<file path="config.mk">
export PLATFORM = sky130hd
export DESIGN_NAME = sac_ctrl
export DESIGN_NICKNAME = d
export VERILOG_FILES = /design/src/sac_pkg.sv /design/src/sac_ctrl.sv /design/src/sac_tick_gen.sv
export SDC_FILE = /design/constraint.sdc
export NUM_CORES = 1
export LEC_CHECK = 0
export ABC_AREA = 1
export BUFFER_PORTS_ARGS = -buffer_cell sky130_fd_sc_hd__buf_2
export CORE_ASPECT_RATIO = 0.8
export CORE_MARGIN = 10
export CORE_UTILIZATION = 48
export CTS_BUF_LIST = sky130_fd_sc_hd__clkbuf_4 sky130_fd_sc_hd__clkbuf_8
export DETAILED_ROUTE_END_ITERATION = 10
export GPL_ROUTABILITY_DRIVEN = 0
export MAX_ROUTING_LAYER = met4
export PLACE_DENSITY = 0.74
export SETUP_SLACK_MARGIN = 0.1
export SLEW_MARGIN = 15
export SYNTH_ARGS = -nofsm -noshare
export SYNTH_HDL_FRONTEND = slang
export SYNTH_SLANG_ARGS = --single-unit
</file>
<file path="constraint.sdc">
create_clock -name ref_clk -period 7.95 [get_ports ref_clk]
set_clock_uncertainty 0.2 [all_clocks]
set_input_delay 1.1925 -clock ref_clk [delete_from_list [all_inputs] [get_ports ref_clk]]
set_output_delay 1.1925 -clock ref_clk [all_outputs]
set_load 0.01 [all_outputs]
</file>
<file path="src/sac_pkg.sv">
// package for the successive-approximation converter control block
package sac_pkg;

  // ==================================================================
  // widths and conversion timing
  localparam int SAC_RES_W = 10;                 // result bits
  localparam logic [4:0] SAC_HALF_TOTAL = 5'h17; // 11.5 bit periods in half periods
  localparam logic [4:0] SAC_FIRST_RES = 5'h03;  // half period of first bit decision
  localparam logic [3:0] SAC_MSB_IDX = 4'h9;     // first bit decided
  localparam logic [9:0] SAC_SAR_START = 10'h200; // trial word before the first decision
  localparam int SAC_LJ_SHIFT = 6;               // left-justify shift

  // ==================================================================
  // field codes
  localparam logic [4:0] SAC_TRIG_OFF = 5'h00;   // auto trigger disabled
  localparam logic SAC_FMT_LEFT = 1'b0;          // result format left justified
  localparam logic SAC_CLK_RC = 1'b1;            // conversion clock from rc oscillator
  localparam logic [2:0] SAC_PREF_PIN = 3'h0;    // positive ref: reference pin
  localparam logic [2:0] SAC_PREF_SUPPLY = 3'h1; // positive ref: supply
  localparam logic [2:0] SAC_PREF_F1 = 3'h2;     // fixed ref 1.024V
  localparam logic [2:0] SAC_PREF_F2 = 3'h3;     // fixed ref 2.048V
  localparam logic [2:0] SAC_PREF_F4 = 3'h4;     // fixed ref 4.096V
  localparam logic SAC_NREF_PIN = 1'b1;          // negative ref: pin, else ground

  // ==================================================================
  // configuration as software holds it
  typedef struct packed {
    logic module_on_bit;
    logic conv_clock_source_bit;
    logic [5:0] clock_divider_field;
    logic [5:0] channel_select_reg;
    logic [2:0] positive_ref_select;
    logic negative_ref_select;
    logic result_format_bit;
    logic previous_source_select;
    logic continuous_mode_bit;
    logic double_sample_enable;
    logic [4:0] auto_trigger_select;
  } sac_cfg_t;

  // interrupt enables
  typedef struct packed {
    logic conversion_irq_enable;
    logic peripheral_irq_enable;
    logic global_irq_enable;
  } sac_irq_en_t;

  // conversion sequencer states
  typedef enum logic [2:0] {
    SAC_IDLE,
    SAC_WAIT_INSN,
    SAC_CONVERT,
    SAC_STORE,
    SAC_MATH
  } sac_state_t;

endpackage : sac_pkg

</file>
<file path="src/sac_ctrl.sv">
// control of the 10-bit successive-approximation converter
`timescale 1ns/100ps
`default_nettype none
// Summary of operation
// - channel select routes exactly one input to sample-and-hold
// - positive reference: pin, supply, or fixed 1.024/2.048/4.096V
// - one bit picks negative reference pin or ground
// - conversion clock: system clock over 2*(n+1), or rc oscillator
// - a full conversion takes 11.5 bit periods
// - control logic steps on the selected conversion clock
// - done flag set on every completion, held until software clears
// - runs in sleep only with rc oscillator selected
// - enabled completion in sleep wakes the device
// - on wake, vector if peripheral and global enables set, else continue inline
// - format bit: 0 left justified, 1 right justified
// - software writes stored right justified, read back shifted
// - converter enabled only while module-on bit is 1
// - start by go bit, external trigger, or continuous retrigger
// - on completion copy old result to previous if selected
// - completion clears go unless continuous, sets flags, accumulates
// - error and threshold flag after every or every second sample
// - setpoint error on same cadence decides threshold compare
// - math runs after conversion completes; handlers check threshold flag
// - go cleared early stores partial result, fills with last bit
// - rc start waits one instruction; in sleep powers down if irq disabled
// - rising edge of selected trigger sets go; code zero disables
// - trigger in sleep without rc is held until sleep ends
module sac_ctrl (
  // clock and reset
  input wire logic ref_clk,
  input wire logic rst_b,
  // configuration and software strobes
  input wire sac_pkg::sac_cfg_t cfg,
  input wire sac_pkg::sac_irq_en_t irq_en,
  input wire logic go_set,
  input wire logic go_clear,
  input wire logic done_flag_clear,
  input wire logic math_flag_clear,
  input wire logic thresh_flag_clear,
  input wire logic [1:0] result_wr_be,
  input wire logic [15:0] result_wr_data,
  // computation settings
  input wire logic [9:0] setpoint,
  input wire logic [15:0] upper_threshold,
  input wire logic [15:0] lower_threshold,
  // system
  input wire logic sleep_mode,
  input wire logic insn_pulse,
  input wire logic [31:0] trigger_sources,
  input wire logic rc_osc,
  // analog side
  input wire logic comp_in,
  output logic [5:0] channel_route,
  output logic [2:0] pos_ref_route,
  output logic neg_ref_route,
  output logic sample_enable,
  output logic [9:0] sar_trial,
  output logic converter_powered,
  // status
  output logic go_bit,
  output logic conversion_done_flag,
  output logic math_done_flag,
  output logic threshold_flag,
  output logic [15:0] result_pair,
  output logic [15:0] previous_result_reg,
  output logic [15:0] accumulator_reg,
  output logic [15:0] error_value_reg,
  output logic [15:0] setpoint_error_value,
  output logic wake_req,
  output logic isr_vector
);
  import sac_pkg::*;

  sac_state_t state_q;
  logic half_tick;
  logic rc_sel;
  logic run_ok;
  logic step;
  logic [4:0] half_q;
  logic [3:0] bit_q;
  logic bits_done_q;
  logic last_bit_q;
  logic [9:0] sar_q;
  logic [9:0] final_q;
  logic [9:0] prev_sample_q;
  logic pair_q;
  logic [15:0] res_q;
  logic go_q;
  logic pend_q;
  logic pd_q;
  logic trig_prev_q;
  logic trig_sel;
  logic trig_edge;
  logic trig_go;
  logic [15:0] stpe_d;
  logic [15:0] err_d;

  // fill the bits not yet converted with the last converted bit
  function automatic logic [9:0] sac_fill(input logic [9:0] v, input logic [3:0] idx,
                                          input logic b, input logic done);
    logic [9:0] r;
    r = v;
    for (int i = 0; i < SAC_RES_W; i++)
      if (!done && i <= int'(idx))
        r[i] = b;
    return r;
  endfunction : sac_fill

  // ==================================================================
  // conversion clock
  assign rc_sel = cfg.conv_clock_source_bit == SAC_CLK_RC;

  sac_tick_gen u_tick (
    .ref_clk(ref_clk),
    .rst_b(rst_b),
    .rc_sel(rc_sel),
    .div_n(cfg.clock_divider_field),
    .rc_osc(rc_osc),
    .half_tick(half_tick)
  );

  // progress only with module on, and in sleep only on the rc oscillator
  assign run_ok = cfg.module_on_bit && (!sleep_mode || rc_sel);
  assign step = half_tick && run_ok;

  // ==================================================================
  // auto trigger edge detect
  assign trig_sel = trigger_sources[cfg.auto_trigger_select];
  assign trig_edge = trig_sel && !trig_prev_q && cfg.auto_trigger_select != SAC_TRIG_OFF;
  assign trig_go = trig_edge && !(sleep_mode && !rc_sel);

  always_ff @(posedge ref_clk)
  begin
    if (!rst_b)
      trig_prev_q <= 1'b0;
    else
      trig_prev_q <= trig_sel;
  end

  // trigger held while asleep on the divided clock
  always_ff @(posedge ref_clk)
  begin
    if (!rst_b || !cfg.module_on_bit)
      pend_q <= 1'b0;
    else if (trig_edge && sleep_mode && !rc_sel)
      pend_q <= 1'b1;
    else if (!sleep_mode)
      pend_q <= 1'b0;
  end

  // go bit: any set beats a clear in the same cycle
  always_ff @(posedge ref_clk)
  begin
    if (!rst_b || !cfg.module_on_bit)
      go_q <= 1'b0;
    else if (go_set || trig_go || (pend_q && !sleep_mode))
      go_q <= 1'b1;
    else if (go_clear)
      go_q <= 1'b0;
    else if (state_q == SAC_STORE && !cfg.continuous_mode_bit)
      go_q <= 1'b0;
  end

  // ==================================================================
  // conversion sequencer
  always_ff @(posedge ref_clk)
  begin
    if (!rst_b)
      state_q <= SAC_IDLE;
    else if (!cfg.module_on_bit)
      state_q <= SAC_IDLE;
    else
    begin
      case (state_q)
        SAC_IDLE:
          if (go_q && run_ok && !pd_q)
            state_q <= rc_sel ? SAC_WAIT_INSN : SAC_CONVERT;
        SAC_WAIT_INSN:
          if (insn_pulse)
            state_q <= SAC_CONVERT;
        SAC_CONVERT:
          if (!go_q)
            state_q <= SAC_STORE;
          else if (step && half_q == SAC_HALF_TOTAL - 5'h01)
            state_q <= SAC_STORE;
        SAC_STORE:
          state_q <= SAC_MATH;
        SAC_MATH:
          state_q <= SAC_IDLE;
        default:
          state_q <= SAC_IDLE;
      endcase
    end
  end

  // half period counter and successive approximation
  always_ff @(posedge ref_clk)
  begin
    if (!rst_b || state_q != SAC_CONVERT)
    begin
      half_q <= 5'h00;
      bit_q <= SAC_MSB_IDX;
      bits_done_q <= 1'b0;
      last_bit_q <= 1'b0;
      sar_q <= SAC_SAR_START;
    end
    else if (step)
    begin
      half_q <= half_q + 5'h01;
      if (half_q >= SAC_FIRST_RES && half_q[0] && !bits_done_q)
      begin
        sar_q[bit_q] <= comp_in;
        last_bit_q <= comp_in;
        if (bit_q == 4'h0)
          bits_done_q <= 1'b1;
        else
        begin
          sar_q[bit_q - 4'h1] <= 1'b1;
          bit_q <= bit_q - 4'h1;
        end
      end
    end
  end

  // ==================================================================
  // result, previous result and accumulator
  always_ff @(posedge ref_clk)
  begin
    if (!rst_b)
      final_q <= 10'h000;
    else if (state_q == SAC_CONVERT)
      final_q <= sac_fill(sar_q, bit_q, last_bit_q, bits_done_q);
  end

  always_ff @(posedge ref_clk)
  begin
    if (!rst_b)
    begin
      res_q <= 16'h0000;
      previous_result_reg <= 16'h0000;
      accumulator_reg <= 16'h0000;
    end
    else if (state_q == SAC_STORE)
    begin
      if (cfg.previous_source_select)
        previous_result_reg <= res_q;
      res_q <= {6'h00, final_q};
      accumulator_reg <= accumulator_reg + {6'h00, final_q};
    end
    else
    begin
      if (result_wr_be[0])
        res_q[7:0] <= result_wr_data[7:0];
      if (result_wr_be[1])
        res_q[15:8] <= result_wr_data[15:8];
    end
  end

  // justified view of the stored value
  assign result_pair = (cfg.result_format_bit == SAC_FMT_LEFT) ?
                       (res_q << SAC_LJ_SHIFT) : res_q;

  // ==================================================================
  // post-conversion math, one cycle after the result lands
  assign stpe_d = {6'h00, final_q} - {6'h00, setpoint};
  assign err_d = cfg.double_sample_enable ? ({6'h00, final_q} - {6'h00, prev_sample_q}) : stpe_d;

  always_ff @(posedge ref_clk)
  begin
    if (!rst_b)
    begin
      pair_q <= 1'b0;
      prev_sample_q <= 10'h000;
      error_value_reg <= 16'h0000;
      setpoint_error_value <= 16'h0000;
    end
    else if (state_q == SAC_MATH)
    begin
      pair_q <= cfg.double_sample_enable ? !pair_q : 1'b0;
      prev_sample_q <= final_q;
      if (!cfg.double_sample_enable || pair_q)
      begin
        error_value_reg <= err_d;
        setpoint_error_value <= stpe_d;
      end
    end
  end

  // ==================================================================
  // flags: hardware set wins over software clear
  always_ff @(posedge ref_clk)
  begin
    if (!rst_b)
    begin
      conversion_done_flag <= 1'b0;
      math_done_flag <= 1'b0;
      threshold_flag <= 1'b0;
    end
    else
    begin
      if (state_q == SAC_STORE)
        conversion_done_flag <= 1'b1;
      else if (done_flag_clear)
        conversion_done_flag <= 1'b0;
      if (state_q == SAC_STORE)
        math_done_flag <= 1'b1;
      else if (math_flag_clear)
        math_done_flag <= 1'b0;
      // sign of setpoint error picks which bound is compared
      if (state_q == SAC_MATH && (!cfg.double_sample_enable || pair_q) &&
          (stpe_d[15] ? ($signed(err_d) < $signed(lower_threshold))
                      : ($signed(err_d) > $signed(upper_threshold))))
        threshold_flag <= 1'b1;
      else if (thresh_flag_clear)
        threshold_flag <= 1'b0;
    end
  end

  // power down after a sleep conversion with the interrupt disabled
  always_ff @(posedge ref_clk)
  begin
    if (!rst_b || !cfg.module_on_bit || !sleep_mode)
      pd_q <= 1'b0;
    else if (state_q == SAC_STORE && rc_sel && !irq_en.conversion_irq_enable)
      pd_q <= 1'b1;
  end

  // wake and vector requests toward the core
  always_ff @(posedge ref_clk)
  begin
    if (!rst_b)
    begin
      wake_req <= 1'b0;
      isr_vector <= 1'b0;
    end
    else
    begin
      wake_req <= sleep_mode && conversion_done_flag && irq_en.conversion_irq_enable;
      isr_vector <= conversion_done_flag && irq_en.conversion_irq_enable &&
                    irq_en.peripheral_irq_enable && irq_en.global_irq_enable;
    end
  end

  // ==================================================================
  // analog side routing
  always_ff @(posedge ref_clk)
  begin
    if (!rst_b)
    begin
      channel_route <= 6'h00;
      pos_ref_route <= SAC_PREF_PIN;
      neg_ref_route <= 1'b0;
      sample_enable <= 1'b0;
      sar_trial <= 10'h000;
      converter_powered <= 1'b0;
    end
    else
    begin
      channel_route <= cfg.channel_select_reg;
      pos_ref_route <= cfg.positive_ref_select;
      neg_ref_route <= cfg.negative_ref_select;
      sample_enable <= cfg.module_on_bit && state_q != SAC_CONVERT;
      sar_trial <= sar_q;
      converter_powered <= cfg.module_on_bit && !pd_q;
    end
  end

  assign go_bit = go_q;

  // ==================================================================
  // checks
  property p_conv_len;
    @(posedge ref_clk) disable iff (!rst_b)
    (state_q == SAC_CONVERT && go_q && step && half_q == SAC_HALF_TOTAL - 5'h01
     && cfg.module_on_bit) |=> state_q == SAC_STORE;
  endproperty
  a_conv_len: assert property (p_conv_len)
    else $error("conversion did not end after 23 half periods");

  property p_done_flag;
    @(posedge ref_clk) disable iff (!rst_b)
    state_q == SAC_STORE |=> conversion_done_flag && math_done_flag;
  endproperty
  a_done_flag: assert property (p_done_flag)
    else $error("completion did not raise flags");

  property p_go_clear;
    @(posedge ref_clk) disable iff (!rst_b)
    (state_q == SAC_STORE && !cfg.continuous_mode_bit && !go_set && !trig_go && !pend_q)
    |=> !go_q;
  endproperty
  a_go_clear: assert property (p_go_clear)
    else $error("go not cleared on completion");

  property p_prev_copy;
    @(posedge ref_clk) disable iff (!rst_b)
    (state_q == SAC_STORE && cfg.previous_source_select)
    |=> previous_result_reg == $past(res_q) && res_q == {6'h00, $past(final_q)};
  endproperty
  a_prev_copy: assert property (p_prev_copy)
    else $error("previous result not copied");

  property p_off_idle;
    @(posedge ref_clk) disable iff (!rst_b)
    !cfg.module_on_bit |=> state_q == SAC_IDLE && !go_q;
  endproperty
  a_off_idle: assert property (p_off_idle)
    else $error("converter active while off");

  property p_sleep_hold;
    @(posedge ref_clk) disable iff (!rst_b)
    (sleep_mode && !rc_sel && state_q == SAC_CONVERT && go_q) |=> $stable(half_q);
  endproperty
  a_sleep_hold: assert property (p_sleep_hold)
    else $error("conversion advanced in sleep without rc clock");

  property p_trig_go;
    @(posedge ref_clk) disable iff (!rst_b)
    (trig_edge && !sleep_mode && cfg.module_on_bit) |=> go_q;
  endproperty
  a_trig_go: assert property (p_trig_go)
    else $error("trigger edge did not set go");

  property p_trig_pend;
    @(posedge ref_clk) disable iff (!rst_b)
    (trig_edge && sleep_mode && !rc_sel && cfg.module_on_bit) |=> pend_q && !$rose(go_q);
  endproperty
  a_trig_pend: assert property (p_trig_pend)
    else $error("sleep trigger not held");

  property p_math_after;
    @(posedge ref_clk) disable iff (!rst_b)
    $changed(error_value_reg) |-> $past(state_q) == SAC_MATH;
  endproperty
  a_math_after: assert property (p_math_after)
    else $error("math updated outside math step");

  property p_rc_wait;
    @(posedge ref_clk) disable iff (!rst_b)
    (state_q == SAC_IDLE && rc_sel && go_q && run_ok && !pd_q && cfg.module_on_bit)
    |=> state_q == SAC_WAIT_INSN;
  endproperty
  a_rc_wait: assert property (p_rc_wait)
    else $error("rc start skipped instruction wait");

  c_full: cover property (@(posedge ref_clk) disable iff (!rst_b)
    state_q == SAC_CONVERT && bits_done_q ##1 state_q == SAC_STORE);
  c_abort: cover property (@(posedge ref_clk) disable iff (!rst_b)
    state_q == SAC_CONVERT && !go_q && !bits_done_q);
  c_thresh: cover property (@(posedge ref_clk) disable iff (!rst_b) $rose(threshold_flag));

endmodule : sac_ctrl
`default_nettype wire

</file>
<file path="src/sac_tick_gen.sv">
// half bit-period tick generator: system clock divider or synchronised rc oscillator
`timescale 1ns/100ps
`default_nettype none
module sac_tick_gen (
  // clock and reset
  input wire logic ref_clk,
  input wire logic rst_b,
  // selection
  input wire logic rc_sel,
  input wire logic [5:0] div_n,
  // rc oscillator pin
  input wire logic rc_osc,
  // tick out
  output logic half_tick
);
  import sac_pkg::*;

  logic [5:0] cnt_q;
  logic sync1_q;
  logic sync2_q;
  logic prev_q;
  logic rc_edge;

  // ==================================================================
  // rc oscillator synchroniser, edges mark half periods
  always_ff @(posedge ref_clk)
  begin
    if (!rst_b)
    begin
      sync1_q <= 1'b0;
      sync2_q <= 1'b0;
      prev_q <= 1'b0;
    end
    else
    begin
      sync1_q <= rc_osc;
      sync2_q <= sync1_q;
      prev_q <= sync2_q;
    end
  end

  assign rc_edge = sync2_q ^ prev_q;

  // divider: half period is n+1 cycles, full period 2*(n+1)
  // a count left above a lowered n restarts at once instead of wrapping past 63
  always_ff @(posedge ref_clk)
  begin
    if (!rst_b)
      cnt_q <= 6'h00;
    else if (rc_sel || cnt_q >= div_n)
      cnt_q <= 6'h00;
    else
      cnt_q <= cnt_q + 6'h01;
  end

  // source select
  assign half_tick = rc_sel ? rc_edge : (cnt_q == div_n);

  // ==================================================================
  // checks
  property p_div_period;
    @(posedge ref_clk) disable iff (!rst_b)
    (!rc_sel && half_tick && $stable(div_n)) |=> !half_tick || div_n == 6'h00;
  endproperty
  a_div_period: assert property (p_div_period)
    else $error("divided tick came too early");

endmodule : sac_tick_gen
`default_nettype wire

</file>
==> results.json <==
{
  "outcome": "finished, final reports clean",
  "end_kind": "flop",
  "clk_path_buf_depth": 2,
  "post-route-period-util_pct": 54.69,
  "synth_nets": 1478,
  "via_per_inst": 5.114,
  "crit_slowest_cell": "and2_1",
  "swShare_pct": 27.13,
  "power_frac_clock_pct": 39.7,
  "start_kind": "flop",
  "dr.pass1.iters": 5,
  "fillCellCount": 1778,
  "overflow": 0,
  "max_freq_mhz": 230.0,
  "cp_common_cell": "nand2_1",
  "tritoncts": "done",
  "drv_cap": 0,
  "powerDensity_nw_per_um2": 151.3,
  "max_slew_margin_pct": 41.78,
  "report.final.slew_viol_count": 0,
  "post-route-min-period_ns": 4.348,
  "rsz0062_at_grt": "no",
  "ys_async_sr_fraction_pct": 0,
  "port_buffers": 240,
  "crit_required_ns": 8.14,
  "cp.arrival_ns": 4.54,
  "utilization_pct": 58.54,
  "synth_cell_type_count": 50,
  "die_w_um": 172.5,
  "finalSetupTns_ns": 0,
  "synth-seq-area-share_pct": 34.75,
  "clk_latency_ns": 0.46,
  "htreeDepth": 4,
  "row_count": 44,
  "clk_pin_slew_ns": 0.08,
  "hold_slack_ns": 0.2258,
  "cts_setup_buffers": 0,
  "drive_gt1_share_pct": 20.13,
  "wl_per_cell_um": 14.95,
  "drt_iter0_drc": 610,
  "tightest_slew_ns": 0.8700,
  "yosys_warnings": 0,
  "core_area_um2": 18220,
  "path_class": "reg -> reg",
  "hold_violations": 0,
  "grt_max_degree": 57,
  "drt.antenna.violating_nets": 0,
  "p_leak_nw": 5.413,
  "setup_violations": 0,
  "initial_core_util_pct": 49.00,
  "synth-seq-cells": 155,
  "dp_hpwl_mm": 20.42,
  "rrSetupSlack_ns": 3.60,
  "worstPathMaxFanout": 12,
  "ir_worst_vdd_v": 0.0001001,
  "worst-path-buf-inv": 3,
  "syn_inst": 1267,
  "power_w": 0.001614,
  "p_sw_w": 0.0004378,
  "ios": 241,
  "synth-edff-count": 0,
  "avgSynthCellArea_um2": 7.048,
  "antenna_found_initial": 2,
  "wl_mm": 26.16,
  "syn2layout_area_growth_pct": 19.46,
  "root_buffer": "clkbuf_8",
  "hold_buffers": 0,
  "grt_pass1_wl_mm": 40.96,
  "dieHeight_um": 142.0,
  "fin_nets": 1693,
  "grt_pass1_vias": 8444,
  "grt_usage_pct": 20.91,
  "p_seq_share_pct": 49.1,
  "numCtsBuffers": 17,
  "num_vias": 8949,
  "cts_sinks": 155,
  "cell_internal_pwr_w": 0.001176,
  "cpPeakStageDelay_ns": 0.46,
  "synth_area_um2": 8930,
  "drc_errors": 0,
  "cts_resized": 0,
  "critPathTopFamily": "simple AND/OR/NAND/NOR gates",
  "die-area_um2": 24490,
  "hold_path.class": "reg -> reg",
  "comb_power_share_pct": 11.2,
  "ys.flop_type": "dfxtp_1"
}
[worst reg2reg max path, cell delays in order, from the launching register on]
cell	delay, ns
dfxtp_1	0.36
inv_1	0.16
ha_1	0.23
inv_1	0.09
fa_1	0.38
nand2_1	0.10
nand2_1	0.05
nand2_1	0.06
nand2_1	0.08
a21oi_1	0.25
o21ai_1	0.13
nand2_1	0.09
a21oi_1	0.06
o21ai_0	0.30
and2_1	0.46
ha_1	0.33
nand2_1	0.06
inv_1	0.05
o21ai_0	0.08
a21oi_1	0.09
nor2_1	0.13
nand2_1	0.07
nand2_1	0.06
nand2_1	0.04
o21ai_0	0.15
nand2_1	0.09
a21oi_1	0.12
[per-stage QoR]
stage,area (um^2),worst slack [ns],std cells
floorplan,8930,4.074,1267
global placement,10240,3.697,1716
detailed placement,10240,3.566,1716
CTS,10660,3.596,1748
global route,10670,3.106,1750
finish,10670,3.602,1750
[power by group through the flow]
| stage | Sequential, W | Clock [W] | Combinational, W |
|---|---|---|---|
| floorplan | 0.000811 | 0 | 0.000107 |
| global placement | 0.000810 | 0 | 0.000176 |
| detailed placement | 0.000811 | 0 | 0.000180 |
| CTS | 0.000792 | 0.000651 | 0.000181 |
| global route | 0.000794 | 0.000686 | 0.000206 |
| finish | 0.000792 | 0.000641 | 0.000180 |
[routing by layer]
| layer | global-route usage [%] | routed length [um] |
|---|---|---|
| met1 | 25.58 | 11300 |
| met5 | - | 0 |
| met2 | 34.46 | 12580 |
| met4 | 5.254 | 351 |
| met3 | 4.325 | 1936 |
[path summary, 6_finish.rpt]
check,from,end,cells after the start
setup / recovery,final_q[0],threshold_flag,26
hold / removal,u_tick.sync1_q,u_tick.sync2_q,2
setup reg to reg,final_q[0],threshold_flag,26
hold reg to reg,u_tick.sync1_q,u_tick.sync2_q,2
[synth_stat cells, types with 3 or more instances]
cell      instances  share of area, %
o22ai_1           5              0.35
a21oi_1         109               6.1
a211oi_1          6              0.50
o21ai_1          38               2.1
a22o_1            6              0.59
nor2_1           91               3.8
a31oi_1           9              0.63
nor2_4            3              0.38
o221ai_1          8              0.78
ha_1             75                11
clkbuf_1         29               1.2
buf_2             6              0.34
nand3_1          66               3.7
xor2_1           17               1.7
o21ai_0          78               4.4
dfxtp_1         155                35
nor3_1           18               1.0
buf_4            10              0.84
o211ai_1         12               1.0
nand2_1         263                11
inv_1           193               8.1
fa_1              3              0.67
or2_1             3              0.21
o21bai_1          5              0.42
mux2i_1           4              0.45
inv_2             8              0.34
nand4_1          16               1.1
a21o_1            3              0.25
[cell families after synthesis]
logic type | share of synthesized area [%]
AND/OR/NAND/NOR | 22.43
AO/OA/AOI/OAI | 18.05
buffers and inverters | 11.28
flip-flops | 34.75
adder cells (fa/ha/maj) | 11.18
XOR/XNOR | 1.864
multiplexers | 0.4484
[cell usage in the layout (no fill, tap or decap), types with 9 or more instances in the layout]
master,synthesis,layout
o21ai_0,78,78
nand2_1,263,263
a21oi_1,109,109
a31oi_1,9,9
nand4_1,16,16
dfxtp_1,155,155
nand3_1,66,66
inv_1,193,193
o21ai_1,38,38
o211ai_1,12,12
ha_1,75,75
nor2_1,91,90
xor2_1,17,17
clkbuf_8,0,17
buf_2,6,240
nor3_1,18,18
[final cells by class]
class | count | area, um^2 | area share (%)
clock buffers | 17 | 234.0 | 2.193
inverters | 203 | 767.0 | 7.190
well taps | 253 | 316.6 | 2.967
repair buffers | 244 | 1231 | 11.54
diodes | 2 | 5.005 | 0.04692
clock inverters | 15 | 188.9 | 1.771
multi-input cells | 861 | 4822 | 45.20
flip-flops and latches | 155 | 3103 | 29.09
Power figures use the tool's default switching activity.
